`src/verilog/tbsi_cfg.svh`:
```
// Constants for the terminal bus select and interrupt block.
`ifndef TBSI_CFG_SVH
`define TBSI_CFG_SVH
`define TBSI_SEL_KSTAT   2'h0
`define TBSI_SEL_KBUF    2'h1
`define TBSI_SEL_PSTAT   2'h2
`define TBSI_SEL_PBUF    2'h3
`define TBSI_TOP_REGION  5'h1F
`define TBSI_A_TOP       17:13
`define TBSI_A_STRAP     12:3
`define TBSI_A_SEL       2:1
`define TBSI_A_BYTE      0
`define TBSI_MODE_DATO   2'h2
`define TBSI_MODE_DATOB  2'h3
`define TBSI_G_IN        2
`define TBSI_G_LO        1
`define TBSI_G_HI        0
`define TBSI_BIT_FLAG    7
`define TBSI_BIT_ENA     6
`define TBSI_BIT_LOOP    2
`define TBSI_VEC_CHAN    2
`define TBSI_VEC_LOW     1:0
`define TBSI_BR_LEVEL    4
`define TBSI_BR_LOW      4
`define TBSI_CHAN_KEY    1'h0
`define TBSI_CHAN_PRN    1'h1
`endif

```
`src/verilog/tbsi_pkg.sv`:
```
// Types shared by the terminal bus select and interrupt block.
`default_nettype none
package tbsi_pkg;
    typedef enum logic [1:0] {TBSI_IDLE, TBSI_REQ, TBSI_ACK, TBSI_MASTER} tbsi_irq_e;
    typedef struct packed {
        logic [17:0] addr;
        logic [1:0]  ctrl;
        logic        msyn;
        logic [15:0] data;
        logic        init;
        logic        slave_ack_inhibit_n;
        logic        bg;
        logic        bbsy;
        logic        ssyn;
        logic        npr;
    } tbsi_bus_in_s;
    typedef struct packed {
        logic [15:0] data;
        logic        data_oe_n;
        logic        ssyn;
        logic [3:0]  br;
        logic        sack;
        logic        bbsy;
        logic        intr;
        logic        bg_out;
    } tbsi_bus_out_s;
    typedef struct packed {
        logic        key_strobe_n;
        logic [6:0]  key_data;
        logic        demand;
    } tbsi_term_in_s;
    typedef struct packed {
        logic        print_strobe;
        logic [6:0]  print_data;
    } tbsi_term_out_s;
    typedef struct packed {
        logic [9:0]  addr;
        logic [5:0]  vec;
        logic        npr_sample_option;
        logic        keybuf_bit7_strap;
    } tbsi_strap_s;
    typedef struct packed {
        tbsi_bus_in_s   bi1;
        tbsi_bus_in_s   bi2;
        tbsi_term_in_s  ti1;
        tbsi_term_in_s  ti2;
        tbsi_strap_s    sp1;
        tbsi_strap_s    sp2;
        logic           msyn_prev;
        logic           key_prev;
        logic           dem_prev;
        logic           key_char_done;
        logic           keyboard_irq_enable;
        logic [6:0]     kb_buf;
        logic           pr_ready;
        logic           printer_irq_enable;
        logic           loopback_test_bit;
        logic [1:0]     armed;
        logic           chan;
        tbsi_irq_e      irq;
        tbsi_bus_out_s  bo;
        tbsi_term_out_s to;
    } tbsi_state_s;
endpackage
`default_nettype wire

```
`src/verilog/tbsi_ctrl.sv`:
```
// Bus select, register file and two-channel vectored interrupt logic of the terminal controller.
`timescale 1ns/10ps
`default_nettype none
`include "tbsi_cfg.svh"

module tbsi_ctrl #(
    parameter int BR_LEVEL = `TBSI_BR_LEVEL
) (
    input  wire logic                     ref_clk,
    input  wire logic                     rstn,
    input  wire logic                     clk_en,
    input  wire tbsi_pkg::tbsi_bus_in_s   bus_i,
    input  wire tbsi_pkg::tbsi_term_in_s  term_i,
    input  wire tbsi_pkg::tbsi_strap_s    strap_i,
    output var  tbsi_pkg::tbsi_bus_out_s  bus_o,
    output var  tbsi_pkg::tbsi_term_out_s term_o
);

    // ********************************************************************
    // Constants and functions.
    // ********************************************************************

    localparam logic [3:0] BR_MASK = 4'(4'h1 << (BR_LEVEL - `TBSI_BR_LOW));

    function automatic logic [2:0] gate_of(
        input logic [1:0] mode,
        input logic       a0
    );
        logic [2:0] g;
        g = 3'h0;
        case (mode)
            `TBSI_MODE_DATO: begin
                g[`TBSI_G_LO] = 1'b1;
                g[`TBSI_G_HI] = 1'b1;
            end
            `TBSI_MODE_DATOB: begin
                g[`TBSI_G_LO] = ~a0;
                g[`TBSI_G_HI] = a0;
            end
            default: begin
                g[`TBSI_G_IN] = 1'b1;
            end
        endcase
        return g;
    endfunction

    function automatic logic addr_hit(
        input logic [17:0] a,
        input logic [9:0]  strap
    );
        return (a[`TBSI_A_TOP] == `TBSI_TOP_REGION) && (a[`TBSI_A_STRAP] == ~strap);
    endfunction

    function automatic logic [15:0] vector_of(
        input logic [5:0] v,
        input logic       chan
    );
        return {7'h00, v, chan, 2'h0};
    endfunction

    // ********************************************************************
    // State and decode.
    // ********************************************************************

    tbsi_pkg::tbsi_state_s st;
    tbsi_pkg::tbsi_state_s next_st;

    logic       msyn_rise;
    logic       hit;
    logic [2:0] gate;
    logic [1:0] sel;
    logic       rd_en;
    logic       wr_lo;
    logic       wr_hi;
    logic       wr_pbuf;
    logic       key_ev;
    logic       dem_ev;
    logic       req_k;
    logic       req_p;
    logic       want_k;
    logic       want_p;
    logic       chan_req;
    logic [7:0] rd_byte;

    assign msyn_rise = st.bi2.msyn & ~st.msyn_prev;
    assign hit       = msyn_rise & addr_hit(st.bi2.addr, st.sp2.addr);
    assign gate      = gate_of(st.bi2.ctrl, st.bi2.addr[`TBSI_A_BYTE]);
    assign sel       = st.bi2.addr[`TBSI_A_SEL];
    // A gate may be true with no select, so every action needs both.
    assign rd_en     = hit & gate[`TBSI_G_IN] & (sel != `TBSI_SEL_PBUF);
    assign wr_lo     = hit & gate[`TBSI_G_LO] & (sel != `TBSI_SEL_KBUF);
    // A high-byte write is answered except at the keyboard buffer, and changes nothing except at the printer buffer.
    assign wr_hi     = hit & gate[`TBSI_G_HI] & (sel != `TBSI_SEL_KBUF);
    assign wr_pbuf   = hit & (gate[`TBSI_G_LO] | gate[`TBSI_G_HI])
                       & (sel == `TBSI_SEL_PBUF);
    assign key_ev    = st.key_prev & ~st.ti2.key_strobe_n;
    assign dem_ev    = st.ti2.demand & ~st.dem_prev;
    assign req_k     = st.key_char_done & st.keyboard_irq_enable;
    assign req_p     = st.pr_ready & st.printer_irq_enable;
    assign want_k    = req_k & st.armed[`TBSI_CHAN_KEY];
    assign want_p    = req_p & st.armed[`TBSI_CHAN_PRN];
    assign chan_req  = (st.chan == `TBSI_CHAN_KEY) ? req_k : req_p;

    // Only the low byte holds state; the high byte always reads zero.
    always_comb begin
        rd_byte = 8'h00;
        if (sel == `TBSI_SEL_KSTAT) begin
            rd_byte[`TBSI_BIT_FLAG] = st.key_char_done;
            rd_byte[`TBSI_BIT_ENA]  = st.keyboard_irq_enable;
        end else if (sel == `TBSI_SEL_KBUF) begin
            rd_byte[`TBSI_BIT_FLAG] = st.sp2.keybuf_bit7_strap & ~st.loopback_test_bit;
            rd_byte[6:0]            = st.loopback_test_bit ? 7'h00 : st.kb_buf;
        end else if (sel == `TBSI_SEL_PSTAT) begin
            rd_byte[`TBSI_BIT_FLAG] = st.pr_ready;
            rd_byte[`TBSI_BIT_ENA]  = st.printer_irq_enable;
            rd_byte[`TBSI_BIT_LOOP] = st.loopback_test_bit;
        end
    end

    // ********************************************************************
    // Next state.
    // ********************************************************************

    always_comb begin
        next_st = st;
        // Pins pass two flops; only the second stage is read by logic.
        next_st.bi1       = bus_i;
        next_st.bi2       = st.bi1;
        next_st.ti1       = term_i;
        next_st.ti2       = st.ti1;
        next_st.sp1       = strap_i;
        next_st.sp2       = st.sp1;
        next_st.msyn_prev = st.bi2.msyn;
        next_st.key_prev  = st.ti2.key_strobe_n;
        next_st.dem_prev  = st.ti2.demand;
        next_st.to.print_strobe = 1'b0;
        next_st.bo.bg_out = st.bi2.bg & (st.irq == tbsi_pkg::TBSI_IDLE)
                            & ~want_k & ~want_p;

        if (st.bi2.init) begin
            // Initialize wipes flags and any bus ownership at once.
            next_st.key_char_done       = 1'b0;
            next_st.keyboard_irq_enable = 1'b0;
            next_st.pr_ready            = 1'b0;
            next_st.printer_irq_enable  = 1'b0;
            next_st.loopback_test_bit   = 1'b0;
            next_st.armed               = 2'h3;
            next_st.irq                 = tbsi_pkg::TBSI_IDLE;
            next_st.bo.br               = 4'h0;
            next_st.bo.sack             = 1'b0;
            next_st.bo.bbsy             = 1'b0;
            next_st.bo.intr             = 1'b0;
            next_st.bo.ssyn             = 1'b0;
            next_st.bo.data_oe_n        = 1'b1;
            next_st.bo.data             = 16'h0000;
        end else begin
            // Slave side: hold the answer until the master drops its sync.
            if (st.bo.ssyn && !st.bi2.msyn) begin
                next_st.bo.ssyn      = 1'b0;
                next_st.bo.data_oe_n = 1'b1;
                next_st.bo.data      = 16'h0000;
            end
            if ((rd_en || wr_lo || wr_hi) && st.bi2.slave_ack_inhibit_n) begin
                next_st.bo.ssyn = 1'b1;
            end
            if (rd_en && st.bi2.slave_ack_inhibit_n) begin
                next_st.bo.data      = {8'h00, rd_byte};
                next_st.bo.data_oe_n = 1'b0;
            end

            // Keyboard flag: reading the buffer clears it, an event in the
            // same cycle still sets it.
            if (rd_en && sel == `TBSI_SEL_KBUF) begin
                next_st.key_char_done = 1'b0;
            end
            if (key_ev) begin
                next_st.key_char_done = 1'b1;
                next_st.kb_buf        = st.ti2.key_data;
            end
            if (wr_pbuf && st.loopback_test_bit) begin
                next_st.key_char_done = 1'b1;
            end

            if (wr_lo && sel == `TBSI_SEL_KSTAT) begin
                next_st.keyboard_irq_enable = st.bi2.data[`TBSI_BIT_ENA];
            end
            if (wr_lo && sel == `TBSI_SEL_PSTAT) begin
                next_st.printer_irq_enable = st.bi2.data[`TBSI_BIT_ENA];
                next_st.loopback_test_bit  = st.bi2.data[`TBSI_BIT_LOOP];
            end

            // Printer buffer: any write strobes; a high-byte-only write
            // leaves the character unchanged since it has no high bits.
            if (wr_pbuf) begin
                next_st.pr_ready        = 1'b0;
                next_st.to.print_strobe = 1'b1;
                if (gate[`TBSI_G_LO]) begin
                    next_st.to.print_data = st.bi2.data[6:0];
                end
            end
            if (dem_ev) begin
                next_st.pr_ready = 1'b1;
            end

            // A channel re-arms only once its request has gone away.
            if (!req_k) begin
                next_st.armed[`TBSI_CHAN_KEY] = 1'b1;
            end
            if (!req_p) begin
                next_st.armed[`TBSI_CHAN_PRN] = 1'b1;
            end

            case (st.irq)
                tbsi_pkg::TBSI_IDLE: begin
                    if (want_k || want_p) begin
                        next_st.chan  = want_k ? `TBSI_CHAN_KEY : `TBSI_CHAN_PRN;
                        next_st.bo.br = BR_MASK;
                        next_st.irq   = tbsi_pkg::TBSI_REQ;
                    end
                end
                tbsi_pkg::TBSI_REQ: begin
                    if (!chan_req) begin
                        next_st.bo.br = 4'h0;
                        next_st.irq   = tbsi_pkg::TBSI_IDLE;
                    end else if (st.bi2.bg) begin
                        next_st.bo.br   = 4'h0;
                        next_st.bo.sack = 1'b1;
                        next_st.irq     = tbsi_pkg::TBSI_ACK;
                    end
                end
                tbsi_pkg::TBSI_ACK: begin
                    if (!st.bi2.bbsy && !st.bi2.ssyn && !st.bi2.bg) begin
                        next_st.bo.bbsy      = 1'b1;
                        next_st.bo.sack      = 1'b0;
                        next_st.bo.data      = vector_of(st.sp2.vec, st.chan);
                        next_st.bo.data_oe_n = 1'b0;
                        next_st.irq          = tbsi_pkg::TBSI_MASTER;
                    end
                end
                tbsi_pkg::TBSI_MASTER: begin
                    if (st.bo.intr && st.bi2.ssyn) begin
                        next_st.bo.bbsy       = 1'b0;
                        next_st.bo.intr       = 1'b0;
                        next_st.bo.data_oe_n  = 1'b1;
                        next_st.bo.data       = 16'h0000;
                        next_st.armed[st.chan] = 1'b0;
                        next_st.irq           = tbsi_pkg::TBSI_IDLE;
                    end else begin
                        // Only processor interrupts are made; a pending
                        // transfer request delays the interrupt if optioned.
                        next_st.bo.intr = st.bo.intr
                                          | ~(st.sp2.npr_sample_option & st.bi2.npr);
                    end
                end
                default: begin
                    next_st.irq = tbsi_pkg::TBSI_IDLE;
                end
            endcase
        end
    end

    // ********************************************************************
    // Registers.
    // ********************************************************************

    always_ff @(posedge ref_clk or negedge rstn) begin
        if (!rstn) begin
            st              <= '0;
            st.bi1.msyn     <= 1'b0;
            st.bo.data_oe_n <= 1'b1;
            st.armed        <= 2'h3;
            st.key_prev     <= 1'b1;
            st.ti1.key_strobe_n <= 1'b1;
            st.ti2.key_strobe_n <= 1'b1;
        end else if (clk_en) begin
            st <= next_st;
        end
    end

    assign bus_o  = st.bo;
    assign term_o = st.to;
endmodule
`default_nettype wire

```
`config.mk`:
```
export PLATFORM = sky130hd
export DESIGN_NAME = tbsi_ctrl
export DESIGN_NICKNAME = d
export VERILOG_FILES = /design/src/verilog/tbsi_pkg.sv /design/src/verilog/tbsi_ctrl.sv
export VERILOG_INCLUDE_DIRS = /design/src /design/src/verilog
export SDC_FILE = /design/constraint.sdc
export NUM_CORES = 1
export LEC_CHECK = 0
export BUFFER_PORTS_ARGS = -buffer_cell sky130_fd_sc_hd__buf_2
export CORE_ASPECT_RATIO = 1.4
export CORE_UTILIZATION = 28
export DETAILED_ROUTE_END_ITERATION = 8
export HOLD_SLACK_MARGIN = 0.12
export MAX_ROUTING_LAYER = met4
export SLEW_MARGIN = 20
export SYNTH_ARGS = -nofsm -noshare
export SYNTH_HDL_FRONTEND = slang
export SYNTH_SLANG_ARGS = --single-unit
```
`constraint.sdc`:
```
create_clock -name ref_clk -period 3.45 [get_ports ref_clk]
set_input_delay 0.8625 -clock ref_clk [delete_from_list [all_inputs] [get_ports ref_clk]]
set_output_delay 0.8625 -clock ref_clk [all_outputs]
set_load 0.1 [all_outputs]
```
==> run summary <==
Hold WS -> 0.374 ns
mapped cell area -> 7390 sq um
main combinational cell family by area after synthesis -> multiplexers
Startpoint Class -> register
Post-Route M1 WL -> 6.13 mm
gr usage total -> 11.9%
synth cell count leaders -> 167 x dfrtp_1, 136 x mux2_2, 34 x buf_4, 25 x nand2_1, 24 x clkbuf_1
post-synthesis mux area share -> 21.5%
Worst-Margin Slew -> 0.761 ns
vias in the first global route -> 4399
die area -> 27000 sq um
ratio of cells with drive above 1 in the final layout -> 44.5%
element type at the critical path end -> register
initial core utilization -> 28.4%
Total Wirelength -> 14.5 mm
DIE WIDTH -> 139 um
DRT antenna net count -> 0
Detailed Place HPWL -> 10.0 mm
routed via count -> 4375
I/O Pins -> 107
clk_skew -> 0.0115 ns
htree depth -> 4
vias per inst -> 4.59
largest net degree at the start of global routing -> 124
residual DRC count -> 0
Placed Area -> 8030 sq um
max-slew violations -> 0
pwr/cell area -> 628 nW/um^2
gr ovfl total -> 0
crit path kind -> register to register
RSZ-0062 raised after global routing -> false
fin crit period -> 2.78 ns
count leader, synth -> dfrtp_1
final setup vio count -> 0
Synth area leader -> dfrtp_1
synth top area cells -> dfrtp_1 57%, mux2_2 21%, buf_4 3.5%
post-synthesis instance total -> 552
fin nets -> 689
wire length on met3 -> 521 um
CTS tree -> yes
fmax -> 360 MHz
port buffer count -> 94
initial antenna violation count -> 1
Synth Area in Compound Gates -> 6.15%
first-pass GRT wire length -> 23.9 mm
Final Cycle Share -> 80.6%
ys async rst share -> 100%
Leakage Power -> 0.00386 uW
clk root buf -> clkbuf_16
Critical Path Fanout Max -> 8
wire length on met2 -> 7.56 mm
CTS Sinks -> 173
Initial DRC Count -> 231
maximum vdd drop -> 0.284 mV
WP data required -> 3.76 ns
FF+latch count, synth -> 173
outcome -> complete, no violations
Design Area, Final -> 8690 sq um
Final TNS setup -> 0 ns
Setup Buffers After CTS -> 0
Clk pin slew, worst setup/hold paths -> 0.06 ns
Ys Warns -> 0
share of synthesized area occupied by flip-flops and latches -> 58.7%
cts hold-fix bufs -> 0
post-synth top area share -> 56.6%
fin util -> 33.4%
Max Cap Violations -> 0
Relative slew margins -> 48.9%
Worst Hold Class -> input pin to async pin
Hold Fails Final Rpt -> 0
uppermost layer routed -> met4
EDFF count, synth -> 0
Area Overhead vs Synth -> 17.6%
WL/cell -> 15.2 um
post_cts resized -> 0
site row count -> 70
adder-cell share of the synthesized area -> 0%
DRT Pass-1 Iters -> 4
main flop type after synthesis -> dfrtp_1
total CTS buffers -> 17
Die H -> 194 um
routability congestion estimate -> 0.812
xor and xnor area share after synthesis -> 1.30%
Synth Area in Simple Gates -> 7.08%
Skew-Pair Late Insertion Delay -> 0.43 ns
clk buf depth -> 2
Core ar. -> 26000 sq um
Synth cell types -> 50
WP data arrival -> 3.09 ns
syn_area_per_cell -> 13.4 sq um
==> cell type report <==
cell class	instances	area (sq um)
fill	2517	17300
sequential	173	4340
multi-input combinational	314	2680
timing repair buffer	103	588
clock buffer	17	425
tap	324	405
clock inverter	15	230
inverter	7	26.3
antenna	1	2.50
==> sequential cells by signal, indices dropped and copies added, names as in the netlist <==
| signal | cells |
|---|---|
| sel | 2 |
| term_o | 8 |
| st | 76 |
| next_st | 64 |
| bus_o | 23 |
==> through the flow <==
step / std cells / setup WS [ns] / total power (uW)
finish: 954 / 0.670 / 5460
global route: 954 / 0.498 / 5740
global placement: 921 / 0.583 / 3370
floorplan: 554 / 0.970 / 3170
CTS: 953 / 0.575 / 5560
detailed placement: 921 / 0.569 / 3400
==> final timing paths <==
kind                                  startpoint                  endpoint  slack [ns]  cells after the start
setup / recovery              st[70]$_DFFE_PN0P_     term_o[5]$_DFFE_PN0P_        0.67                      5
hold / removal                              rstn  next_st[147]$_DFFE_PN0P_        0.37                      1
setup reg to reg              st[70]$_DFFE_PN0P_     term_o[5]$_DFFE_PN0P_        0.67                      5
hold reg to reg            bus_o[21]$_DFFE_PN0P_     bus_o[21]$_DFFE_PN0P_        0.48                      1
max in group asynchronous                   rstn        st[38]$_DFFE_PN1P_        2.30                      2
min in group ref_clk       bus_o[21]$_DFFE_PN0P_     bus_o[21]$_DFFE_PN0P_        0.48                      1
==> cells by family (layout without fill, tap and decap cells) <==
family	after synthesis	in the layout
buffers and inverters	67	142
multiplexers	142	142
AND/OR/NAND/NOR	97	97
other	1	4
XOR/XNOR	11	11
flip-flops	173	173
AO/OA/AOI/OAI	61	61
==> routing by layer <==
metal  track usage, %  vias to the layer above
met2             19.6                       73
li1                 -                     2063
met1             13.6                     2226
met4             5.23                        0
met3             2.96                       13
met5                -                        -
==> power breakdown <==
group	switching, uW	total [uW]	internal (uW)
logic	474	829	355
registers	206	2510	2310
clock network	822	2120	1300
==> placed cells by master (no fill, tap or decap), types with 4 or more instances in the layout <==
master	Yosys	layout
nor2b_1	8	8
nand2_1	25	25
buf_4	34	6
dfrtp_1	167	167
mux2_2	136	136
xor2_1	11	11
mux2i_1	6	6
dfstp_2	6	6
inv_6	0	5
bufinv_16	0	5
buf_2	1	92
a22oi_1	5	5
nor2_1	16	16
nand3_1	5	5
a21oi_1	7	7
a31oi_1	6	6
clkbuf_16	0	17
a21o_1	4	4
inv_1	7	7
and2_1	12	12
nand4_1	8	8
o21ai_0	13	13
==> worst max-delay path, stage by stage, from the launching register on <==
cell and delay (ns):
dfrtp_1 0.39, xor2_1 0.21, nand4_1 0.23, or4_1 0.77
a2111oi_4 0.65, mux2_2 0.41
(Power assumes the default switching activity.)
